<file path="src/core/ecl_pkg.sv">
// constants, types and timing counts for the serial configuration loader
// assumes a single 250 MHz core clock and a microwire-style serial rom
// Summary of operation
// - enable strap high: rom present, load configuration over the serial link
// - enable strap low or open: rom absent, no serial load at all
// - device drives serial data out with command and address bits during a load
// - speed field 11 (25 MHz bus): serial clock cycle is 4 us
// - speed field 00 (125 MHz bus): serial clock cycle is 800 ns
// - with rom enabled, serial data in is sampled to receive configuration words
// - no rom: data in strap low means 8-bit bus, high 16-bit; 32-bit ignores
// - while hardware reset is low, stay in reset, no load and no strap capture
package ecl_pkg;

	localparam int          CORE_CLK_MHZ = 250;

	// serial clock cycle per speed code; 01 and 10 are interpolated
	localparam int          SK_CYCLE_NS_SPD0 = 800;
	localparam int          SK_CYCLE_NS_SPD1 = 1600;
	localparam int          SK_CYCLE_NS_SPD2 = 2400;
	localparam int          SK_CYCLE_NS_SPD3 = 4000;

	localparam int          HALF_W = 10;
	localparam logic [9:0]  HALF_SPD0 = 10'(SK_CYCLE_NS_SPD0 * CORE_CLK_MHZ / 2000);
	localparam logic [9:0]  HALF_SPD1 = 10'(SK_CYCLE_NS_SPD1 * CORE_CLK_MHZ / 2000);
	localparam logic [9:0]  HALF_SPD2 = 10'(SK_CYCLE_NS_SPD2 * CORE_CLK_MHZ / 2000);
	localparam logic [9:0]  HALF_SPD3 = 10'(SK_CYCLE_NS_SPD3 * CORE_CLK_MHZ / 2000);

	localparam logic [1:0]  SPD_125MHZ = 2'h0;
	localparam logic [1:0]  SPD_83MHZ  = 2'h1;
	localparam logic [1:0]  SPD_62MHZ  = 2'h2;
	localparam logic [1:0]  SPD_25MHZ  = 2'h3;

	// start bit plus read opcode, then a word address
	localparam int          ADDR_W    = 6;
	localparam int          WORD_W    = 16;
	localparam int          CMD_W     = 9;
	localparam logic [2:0]  READ_OP   = 3'h6;
	localparam logic [5:0]  START_ADDR = 6'h00;
	localparam logic [3:0]  CMD_LAST  = 4'h8;
	localparam logic [3:0]  WORD_LAST = 4'hf;

	typedef enum logic [3:0] {
		ECL_HOLD = 4'h1,
		ECL_CMD  = 4'h2,
		ECL_DATA = 4'h4,
		ECL_DONE = 4'h8
	} ecl_state_t;

	typedef struct packed {
		logic [ADDR_W-1:0] addr;
		logic [WORD_W-1:0] data;
	} ecl_word_t;

	typedef struct packed {
		logic rom_present;
		logic bus_16bit;
		logic load_done;
	} ecl_status_t;

endpackage : ecl_pkg

</file>
<file path="src/core/ecl_loader.sv">
// serial rom configuration loader with strap capture
// assumes all pins are synchronous to core_clk; rom is a microwire x16 part
`timescale 1ns/1ps
module ecl_loader #(
	parameter int WORDS  = 8,
	parameter bit BUS_32 = 1'b0
) (
	input  wire logic                core_clk,
	input  wire logic                reset,
	input  wire logic                hardware_reset_n,
	input  wire logic                serial_rom_enable_strap,
	input  wire logic                serial_rom_data_in,
	input  wire logic [1:0]          internal_bus_speed_ctrl,
	output logic                     serial_rom_clock,
	output logic                     serial_rom_data_out,
	output logic                     serial_rom_select,
	output ecl_pkg::ecl_word_t       cfg_word,
	output logic                     cfg_valid,
	output ecl_pkg::ecl_status_t     status
);

	ecl_pkg::ecl_state_t                state;
	ecl_pkg::ecl_state_t                next_state;
	logic [ecl_pkg::CMD_W-1:0]          cmd_shift;
	logic [ecl_pkg::WORD_W-1:0]         data_shift;
	logic [3:0]                         bit_cnt;
	logic [ecl_pkg::ADDR_W-1:0]         word_cnt;
	logic                               rom_present;
	logic                               bus_16bit;
	logic                               sk_rise;
	logic                               sk_fall;
	logic [ecl_pkg::HALF_W-1:0]         sk_high_len;
	logic                               load_tail;

	// either reset source holds the whole block
	wire hold      = reset || !hardware_reset_n;
	wire releasing = (state == ecl_pkg::ECL_HOLD) && !hold;
	wire in_cmd    = (state == ecl_pkg::ECL_CMD);
	wire in_data   = (state == ecl_pkg::ECL_DATA);
	wire sk_run    = in_cmd || in_data;
	wire cmd_end   = in_cmd && sk_rise && (bit_cnt == ecl_pkg::CMD_LAST);
	wire word_end  = in_data && sk_rise && (bit_cnt == ecl_pkg::WORD_LAST);
	wire last_word = (word_cnt == ecl_pkg::ADDR_W'(WORDS - 1));
	wire [ecl_pkg::WORD_W-1:0] next_data = {data_shift[ecl_pkg::WORD_W-2:0], serial_rom_data_in};

	wire [ecl_pkg::HALF_W-1:0] half_count =
		(internal_bus_speed_ctrl == ecl_pkg::SPD_125MHZ) ? ecl_pkg::HALF_SPD0 :
		(internal_bus_speed_ctrl == ecl_pkg::SPD_83MHZ)  ? ecl_pkg::HALF_SPD1 :
		(internal_bus_speed_ctrl == ecl_pkg::SPD_62MHZ)  ? ecl_pkg::HALF_SPD2 :
		ecl_pkg::HALF_SPD3;

	ecl_sk_gen #(
		.CNT_W      (ecl_pkg::HALF_W)
	) u_sk_gen (
		.core_clk   (core_clk),
		.reset      (hold),
		.run        (sk_run),
		.half_count (half_count),
		.sk         (serial_rom_clock),
		.sk_rise    (sk_rise),
		.sk_fall    (sk_fall)
	);

	always_comb begin
		next_state = state;
		unique case (state)
			ecl_pkg::ECL_HOLD: begin
				if (!hold)
					next_state = serial_rom_enable_strap ? ecl_pkg::ECL_CMD
					                                     : ecl_pkg::ECL_DONE;
			end
			ecl_pkg::ECL_CMD: begin
				if (cmd_end)
					next_state = ecl_pkg::ECL_DATA;
			end
			ecl_pkg::ECL_DATA: begin
				if (load_tail && sk_fall)
					next_state = ecl_pkg::ECL_DONE;
			end
			ecl_pkg::ECL_DONE: begin
				next_state = ecl_pkg::ECL_DONE;
			end
		endcase
	end

	always_ff @(posedge core_clk) begin
		if (hold)
			state <= ecl_pkg::ECL_HOLD;
		else
			state <= next_state;
	end

	// straps are caught only on the release cycle, never again until reset
	always_ff @(posedge core_clk) begin
		if (hold) begin
			rom_present <= 1'b0;
			bus_16bit   <= 1'b0;
		end else if (releasing) begin
			rom_present <= serial_rom_enable_strap;
			// with a rom fitted the data pin is the rom's output, not a strap
			bus_16bit   <= !serial_rom_enable_strap && serial_rom_data_in && !BUS_32;
		end
	end

	// command bits change on the falling edge so the rom sees them settled
	always_ff @(posedge core_clk) begin
		if (hold)
			cmd_shift <= {ecl_pkg::READ_OP, ecl_pkg::START_ADDR};
		else if (sk_run && sk_fall)
			cmd_shift <= {cmd_shift[ecl_pkg::CMD_W-2:0], 1'b0};
	end

	// last address bit stays until the next fall, so it never moves under a rise
	assign serial_rom_data_out = sk_run && cmd_shift[ecl_pkg::CMD_W-1];
	assign serial_rom_select   = sk_run;

	always_ff @(posedge core_clk) begin
		if (hold || cmd_end || word_end)
			bit_cnt <= 4'h0;
		else if (sk_run && sk_rise)
			bit_cnt <= bit_cnt + 4'h1;
	end

	// last word is in: run on to the next fall so sk never rises outside select
	always_ff @(posedge core_clk) begin
		if (hold)
			load_tail <= 1'b0;
		else if (word_end && last_word)
			load_tail <= 1'b1;
	end

	// sequential read: the rom keeps streaming words after one command
	always_ff @(posedge core_clk) begin
		if (hold) begin
			data_shift <= '0;
			word_cnt   <= '0;
			cfg_word   <= '0;
			cfg_valid  <= 1'b0;
		end else begin
			cfg_valid <= word_end;
			if (in_data && sk_rise)
				data_shift <= next_data;
			if (word_end) begin
				cfg_word <= '{addr: word_cnt, data: next_data};
				word_cnt <= word_cnt + ecl_pkg::ADDR_W'(1);
			end
		end
	end

	assign status = '{rom_present: rom_present,
	                  bus_16bit:   bus_16bit,
	                  load_done:   (state == ecl_pkg::ECL_DONE)};

	// helper: length of the current serial clock high phase
	always_ff @(posedge core_clk) begin
		if (hold || !serial_rom_clock)
			sk_high_len <= '0;
		else
			sk_high_len <= sk_high_len + ecl_pkg::HALF_W'(1);
	end

	property p_load_present;
		@(posedge core_clk) disable iff (reset)
		releasing && serial_rom_enable_strap |=> serial_rom_select ##1 serial_rom_select;
	endproperty
	a_load_present: assert property (p_load_present) else $error("rom present but no load");

	property p_skip_absent;
		@(posedge core_clk) disable iff (reset)
		releasing && !serial_rom_enable_strap |=> status.load_done && !serial_rom_select;
	endproperty
	a_skip_absent: assert property (p_skip_absent) else $error("rom absent but load started");

	property p_start_bit;
		@(posedge core_clk) disable iff (reset)
		$rose(serial_rom_select) |-> serial_rom_data_out && !serial_rom_clock;
	endproperty
	a_start_bit: assert property (p_start_bit) else $error("command does not open with start bit");

	property p_sk_slow;
		@(posedge core_clk) disable iff (hold)
		$fell(serial_rom_clock) && internal_bus_speed_ctrl == ecl_pkg::SPD_25MHZ
			|-> $past(sk_high_len) == ecl_pkg::HALF_SPD3 - 10'h001;
	endproperty
	a_sk_slow: assert property (p_sk_slow) else $error("slow serial clock phase wrong");

	property p_sk_fast;
		@(posedge core_clk) disable iff (hold)
		$fell(serial_rom_clock) && internal_bus_speed_ctrl == ecl_pkg::SPD_125MHZ
			|-> $past(sk_high_len) == ecl_pkg::HALF_SPD0 - 10'h001;
	endproperty
	a_sk_fast: assert property (p_sk_fast) else $error("fast serial clock phase wrong");

	property p_sk_idle;
		@(posedge core_clk) disable iff (hold)
		!serial_rom_select |-> !serial_rom_clock;
	endproperty
	a_sk_idle: assert property (p_sk_idle) else $error("serial clock runs outside a frame");

	property p_sample_in;
		@(posedge core_clk) disable iff (hold)
		word_end |=> cfg_valid && cfg_word.data[0] == $past(serial_rom_data_in);
	endproperty
	a_sample_in: assert property (p_sample_in) else $error("data input not sampled into word");

	property p_width_strap;
		@(posedge core_clk) disable iff (reset)
		releasing && !serial_rom_enable_strap
			|=> bus_16bit == ($past(serial_rom_data_in) && !BUS_32);
	endproperty
	a_width_strap: assert property (p_width_strap) else $error("bus width strap wrong");

	property p_held;
		@(posedge core_clk) disable iff (reset)
		!hardware_reset_n |=> state == ecl_pkg::ECL_HOLD && !serial_rom_select && !rom_present;
	endproperty
	a_held: assert property (p_held) else $error("activity during hardware reset");

	property p_straps_once;
		@(posedge core_clk) disable iff (hold)
		state != ecl_pkg::ECL_HOLD && $past(state) != ecl_pkg::ECL_HOLD
			|-> $stable(rom_present) && $stable(bus_16bit);
	endproperty
	a_straps_once: assert property (p_straps_once) else $error("straps changed after capture");

endmodule : ecl_loader

</file>
<file path="src/core/ecl_sk_gen.sv">
// serial clock divider for the configuration rom link
// assumes half_count is at least 1 and stays steady while run is high
`timescale 1ns/1ps
module ecl_sk_gen #(
	parameter int CNT_W = 10
) (
	input  wire logic             core_clk,
	input  wire logic             reset,
	input  wire logic             run,
	input  wire logic [CNT_W-1:0] half_count,
	output logic                  sk,
	output logic                  sk_rise,
	output logic                  sk_fall
);

	logic [CNT_W-1:0] count;

	wire at_end = run && (count == half_count - CNT_W'(1));

	// pulses lead the pin change by one cycle so users act on the same edge
	assign sk_rise = at_end && !sk;
	assign sk_fall = at_end && sk;

	always_ff @(posedge core_clk) begin
		if (reset || !run) begin
			count <= '0;
			sk    <= 1'b0;
		end else if (at_end) begin
			count <= '0;
			sk    <= !sk;
		end else begin
			count <= count + CNT_W'(1);
		end
	end

endmodule : ecl_sk_gen

</file>
<file path="config.mk">
export PLATFORM = sky130hd
export DESIGN_NAME = ecl_loader
export DESIGN_NICKNAME = d
export VERILOG_FILES = /design/src/core/ecl_pkg.sv /design/src/core/ecl_loader.sv /design/src/core/ecl_sk_gen.sv
export SDC_FILE = /design/constraint.sdc
export NUM_CORES = 1
export LEC_CHECK = 0
export ABC_AREA = 0
export BUFFER_PORTS_ARGS = -buffer_cell sky130_fd_sc_hd__buf_4
export CORE_MARGIN = 1.5
export CORE_UTILIZATION = 45
export CTS_BUF_LIST = sky130_fd_sc_hd__clkbuf_2
export DETAILED_ROUTE_END_ITERATION = 8
export GPL_TIMING_DRIVEN = 0
export PLACE_DENSITY = 0.63
export SETUP_SLACK_MARGIN = 0.2
export SYNTH_ARGS = -nofsm -noshare
export SYNTH_HDL_FRONTEND = slang
export SYNTH_SLANG_ARGS = --single-unit
export TNS_END_PERCENT = 20
</file>
<file path="constraint.sdc">
create_clock -name core_clk -period 3.75 [get_ports core_clk]
set_clock_uncertainty 0.1 [all_clocks]
set_input_delay 0.5625 -clock core_clk [delete_from_list [all_inputs] [get_ports core_clk]]
set_output_delay 0.5625 -clock core_clk [all_outputs]
set_load 0.02 [all_outputs]
</file>
==> out/metrics.yaml <==
status: "finished, violations left"
violations: "DRC"
start_util_pct: 47.0
avgSynthCellArea_um2: 9.52
die_area_um2: 7200
multi_input_area_um2: 1540
hpwl_mm: 4.48
power.share.combinational_pct: 3.3
max-cap-violations: 0
cts_tree: "yes"
fmax_mhz: 376
grt_usage_pct: 19.2
drtPass1Iterations: 6
antenna_left: 0
path_cells: "nor4b_1 -> inv_1 -> nor4_4 -> buf_6 -> mux2i_1"
grt_pass1_vias: 2321
hold_path_depth: 3
synth-seq-area-share_pct: 45.1
synth_edf_count: 0
syn-num-nets: 328
io_pins: 36
crit_path_start_kind: "flip-flop"
wl_per_cell_um: 14.2
post_drt_via_cell_ratio: 5.42
clk_pin_slew_worst_paths_ps: 180
grt_max_degree: 13
numCtsBuffers: 9
finalWorstSetupSlack_ps: 1090
dieHeight_um: 84.9
synth.most_common_cell: "dfxtp_1"
crit_slowest_cell: "nor4b_1"
placementRows: 29
insertedDiodeCount: 0
max_slew.worst_pin.slew_ps: 819
syn_area_um2: 3020
power_density_nw_per_um2: 339
rr_worst_depth: 5
p_leak_uw: 0.00145
areaGrowthSynthToFinish_pct: 15.6
drt-initial-drc-count: 129
rsz0062_at_grt: "no"
maxSlewHeadroom_pct: 44.6
gp_congestion: 0.842
dp_slack_ps: 807
vdd_ir_drop_max_uv: 220
nNetsFinal: 374
finalHoldViolCount: 0
finalCritPeriodShare_pct: 70.9
end_kind: "flip-flop"
overflow: 0
netlist-cell-type-count: 50
cp_data_required_time_ps: 4070
synth_flop_cell: "dfxtp_1"
arrival_ps: 2980
seq_area_um2: 1360
fin_setup_tns_ps: 0
yosys_register_bits: 68
clk-insertion-delay-late_ps: 490
n_fill_cell: 606
crit_family: "simple AND/OR/NAND/NOR gates"
yosys-top-cells-area: "dfxtp_1 (45%), mux2i_1 (14%), nand2_1 (7.1%), and3_1 (1.9%), nand4_1 (1.9%)"
cts_max_level: 3
netSwitchingFraction_pct: 24.9
cts-root-buf: "clkbuf_2"
slew_violations: 0
yosysWarnings: 0
hold_path_class: "input port to flip-flop"
crit_type: "flip-flop to flip-flop"
cp_max_fo: 10
finalCriticalPeriod_ps: 2660
die_w_um: 84.9
cts-resized-gates: 0
finalSetupViolations: 0
vias: 2410
synthCells: 317
clockBufferDepth: 2
wl_mm: 6.30
grt_pass1_wl_mm: 11.0
power_switching_uw: 295
route.detailed.drc: 6
p_seq_share_pct: 61.5
drive_above_1_share_pct: 17.1
cp.buffers_inverters: 2
core_area_um2: 6420
synthArstFlopShare_pct: 0
clock_sinks: 68
synth_top_area_share_pct: 45.1
yosys.area.top_type: "dfxtp_1"
cts-hold-fix-buffers: 0
cp.depth: 5
antenna_found_initial: 0
cts_setup_buffers: 0
port_buffers: 35
cp_slowest_stage_delay_ps: 690
synth_common_cells: "dfxtp_1 (68), nand2_1 (57), mux2i_1 (43)"
clock_power_share_pct: 35.2
internal-power_uw: 889
[cell usage in the layout (no fill, tap or decap), drive strengths merged, types with 8 or more instances in the layout]
cell    instances
mux2i          43
nand2b          8
nand4          10
buf            42
nand3          10
nor2           10
nor3            9
dfxtp          68
nand2          57
and3            9
clkbuf         21
[through the flow]
stage | hold slack [ps] | std cells | util, % | total power (uW) | instance area (um2)
finish | 254 | 445 | 54.3 | 1180 | 3490
global route | 216 | 445 | 54.3 | 1230 | 3490
CTS | 224 | 445 | 54.3 | 1190 | 3490
detailed placement | 343 | 429 | 52.6 | 783 | 3380
global placement | 334 | 429 | 52.6 | 782 | 3380
floorplan | 325 | 317 | - | 766 | 3020
[worst register-to-register path: stages, from the launching register on]
cell and delay [ps]:
dfxtp_1 490, nor4b_1 690, inv_1 220, nor4_4 660, buf_6 260, mux2i_1 180
[per-layer routing]
layer,vias up,share of wire (%),track usage (%)
met5,-,0,0
met4,0,1.3,9.09
met3,8,5.0,4.77
met2,55,44,29.7
met1,1126,49,25.3
li1,1221,-,-
[logic make-up after synthesis]
kind of cell	after synthesis	share of synthesized area (%)
AO/OA/AOI/OAI	30	8.30
XOR/XNOR	9	2.61
adder cells (fa/ha/maj)	4	1.66
buffers and inverters	27	3.98
flip-flops	68	45.1
multiplexers	43	14.3
AND/OR/NAND/NOR	136	24.1
[sequential cells by signal, summed over array words and instances (netlist names)]
register,flops
bit_cnt,4
u_sk_gen.count,10
bus_16bit,1
cfg_valid,1
load_tail,1
u_sk_gen.sk,1
cfg_word,22
state,4
rom_present,1
data_shift,15
word_cnt,6
cmd_shift,2
[worst paths after layout]
check,from,end,slack (ps)
setup / recovery,state[2]$_SDFFE_PN0P_,data_shift[4]$_SDFFE_PN0P_,1090
hold / removal,serial_rom_data_in,bus_16bit$_SDFFE_PN0P_,250
setup reg to reg,state[2]$_SDFFE_PN0P_,data_shift[4]$_SDFFE_PN0P_,1090
hold reg to reg,bus_16bit$_SDFFE_PN0P_,bus_16bit$_SDFFE_PN0P_,370
[power by group through the flow]
stage               Combinational (uW)  Sequential (uW)  Clock (uW)
floorplan                         23.4              742           0
detailed placement                39.8              743           0
global route                      44.0              729         461
global placement                  39.5              743           0
finish                            39.4              728         417
CTS                               40.0              728         425
[cell type report]
cell class	instances	area share, %
plain buffers	19	2.58
inverters	8	0.861
multi-input cells	222	44.0
repair buffers	35	7.53
clock buffers	9	1.29
clock inverters	7	1.94
flip-flops and latches	68	39.0
well taps	77	2.76
No activity file was read; power rests on OpenSTA's default activity.
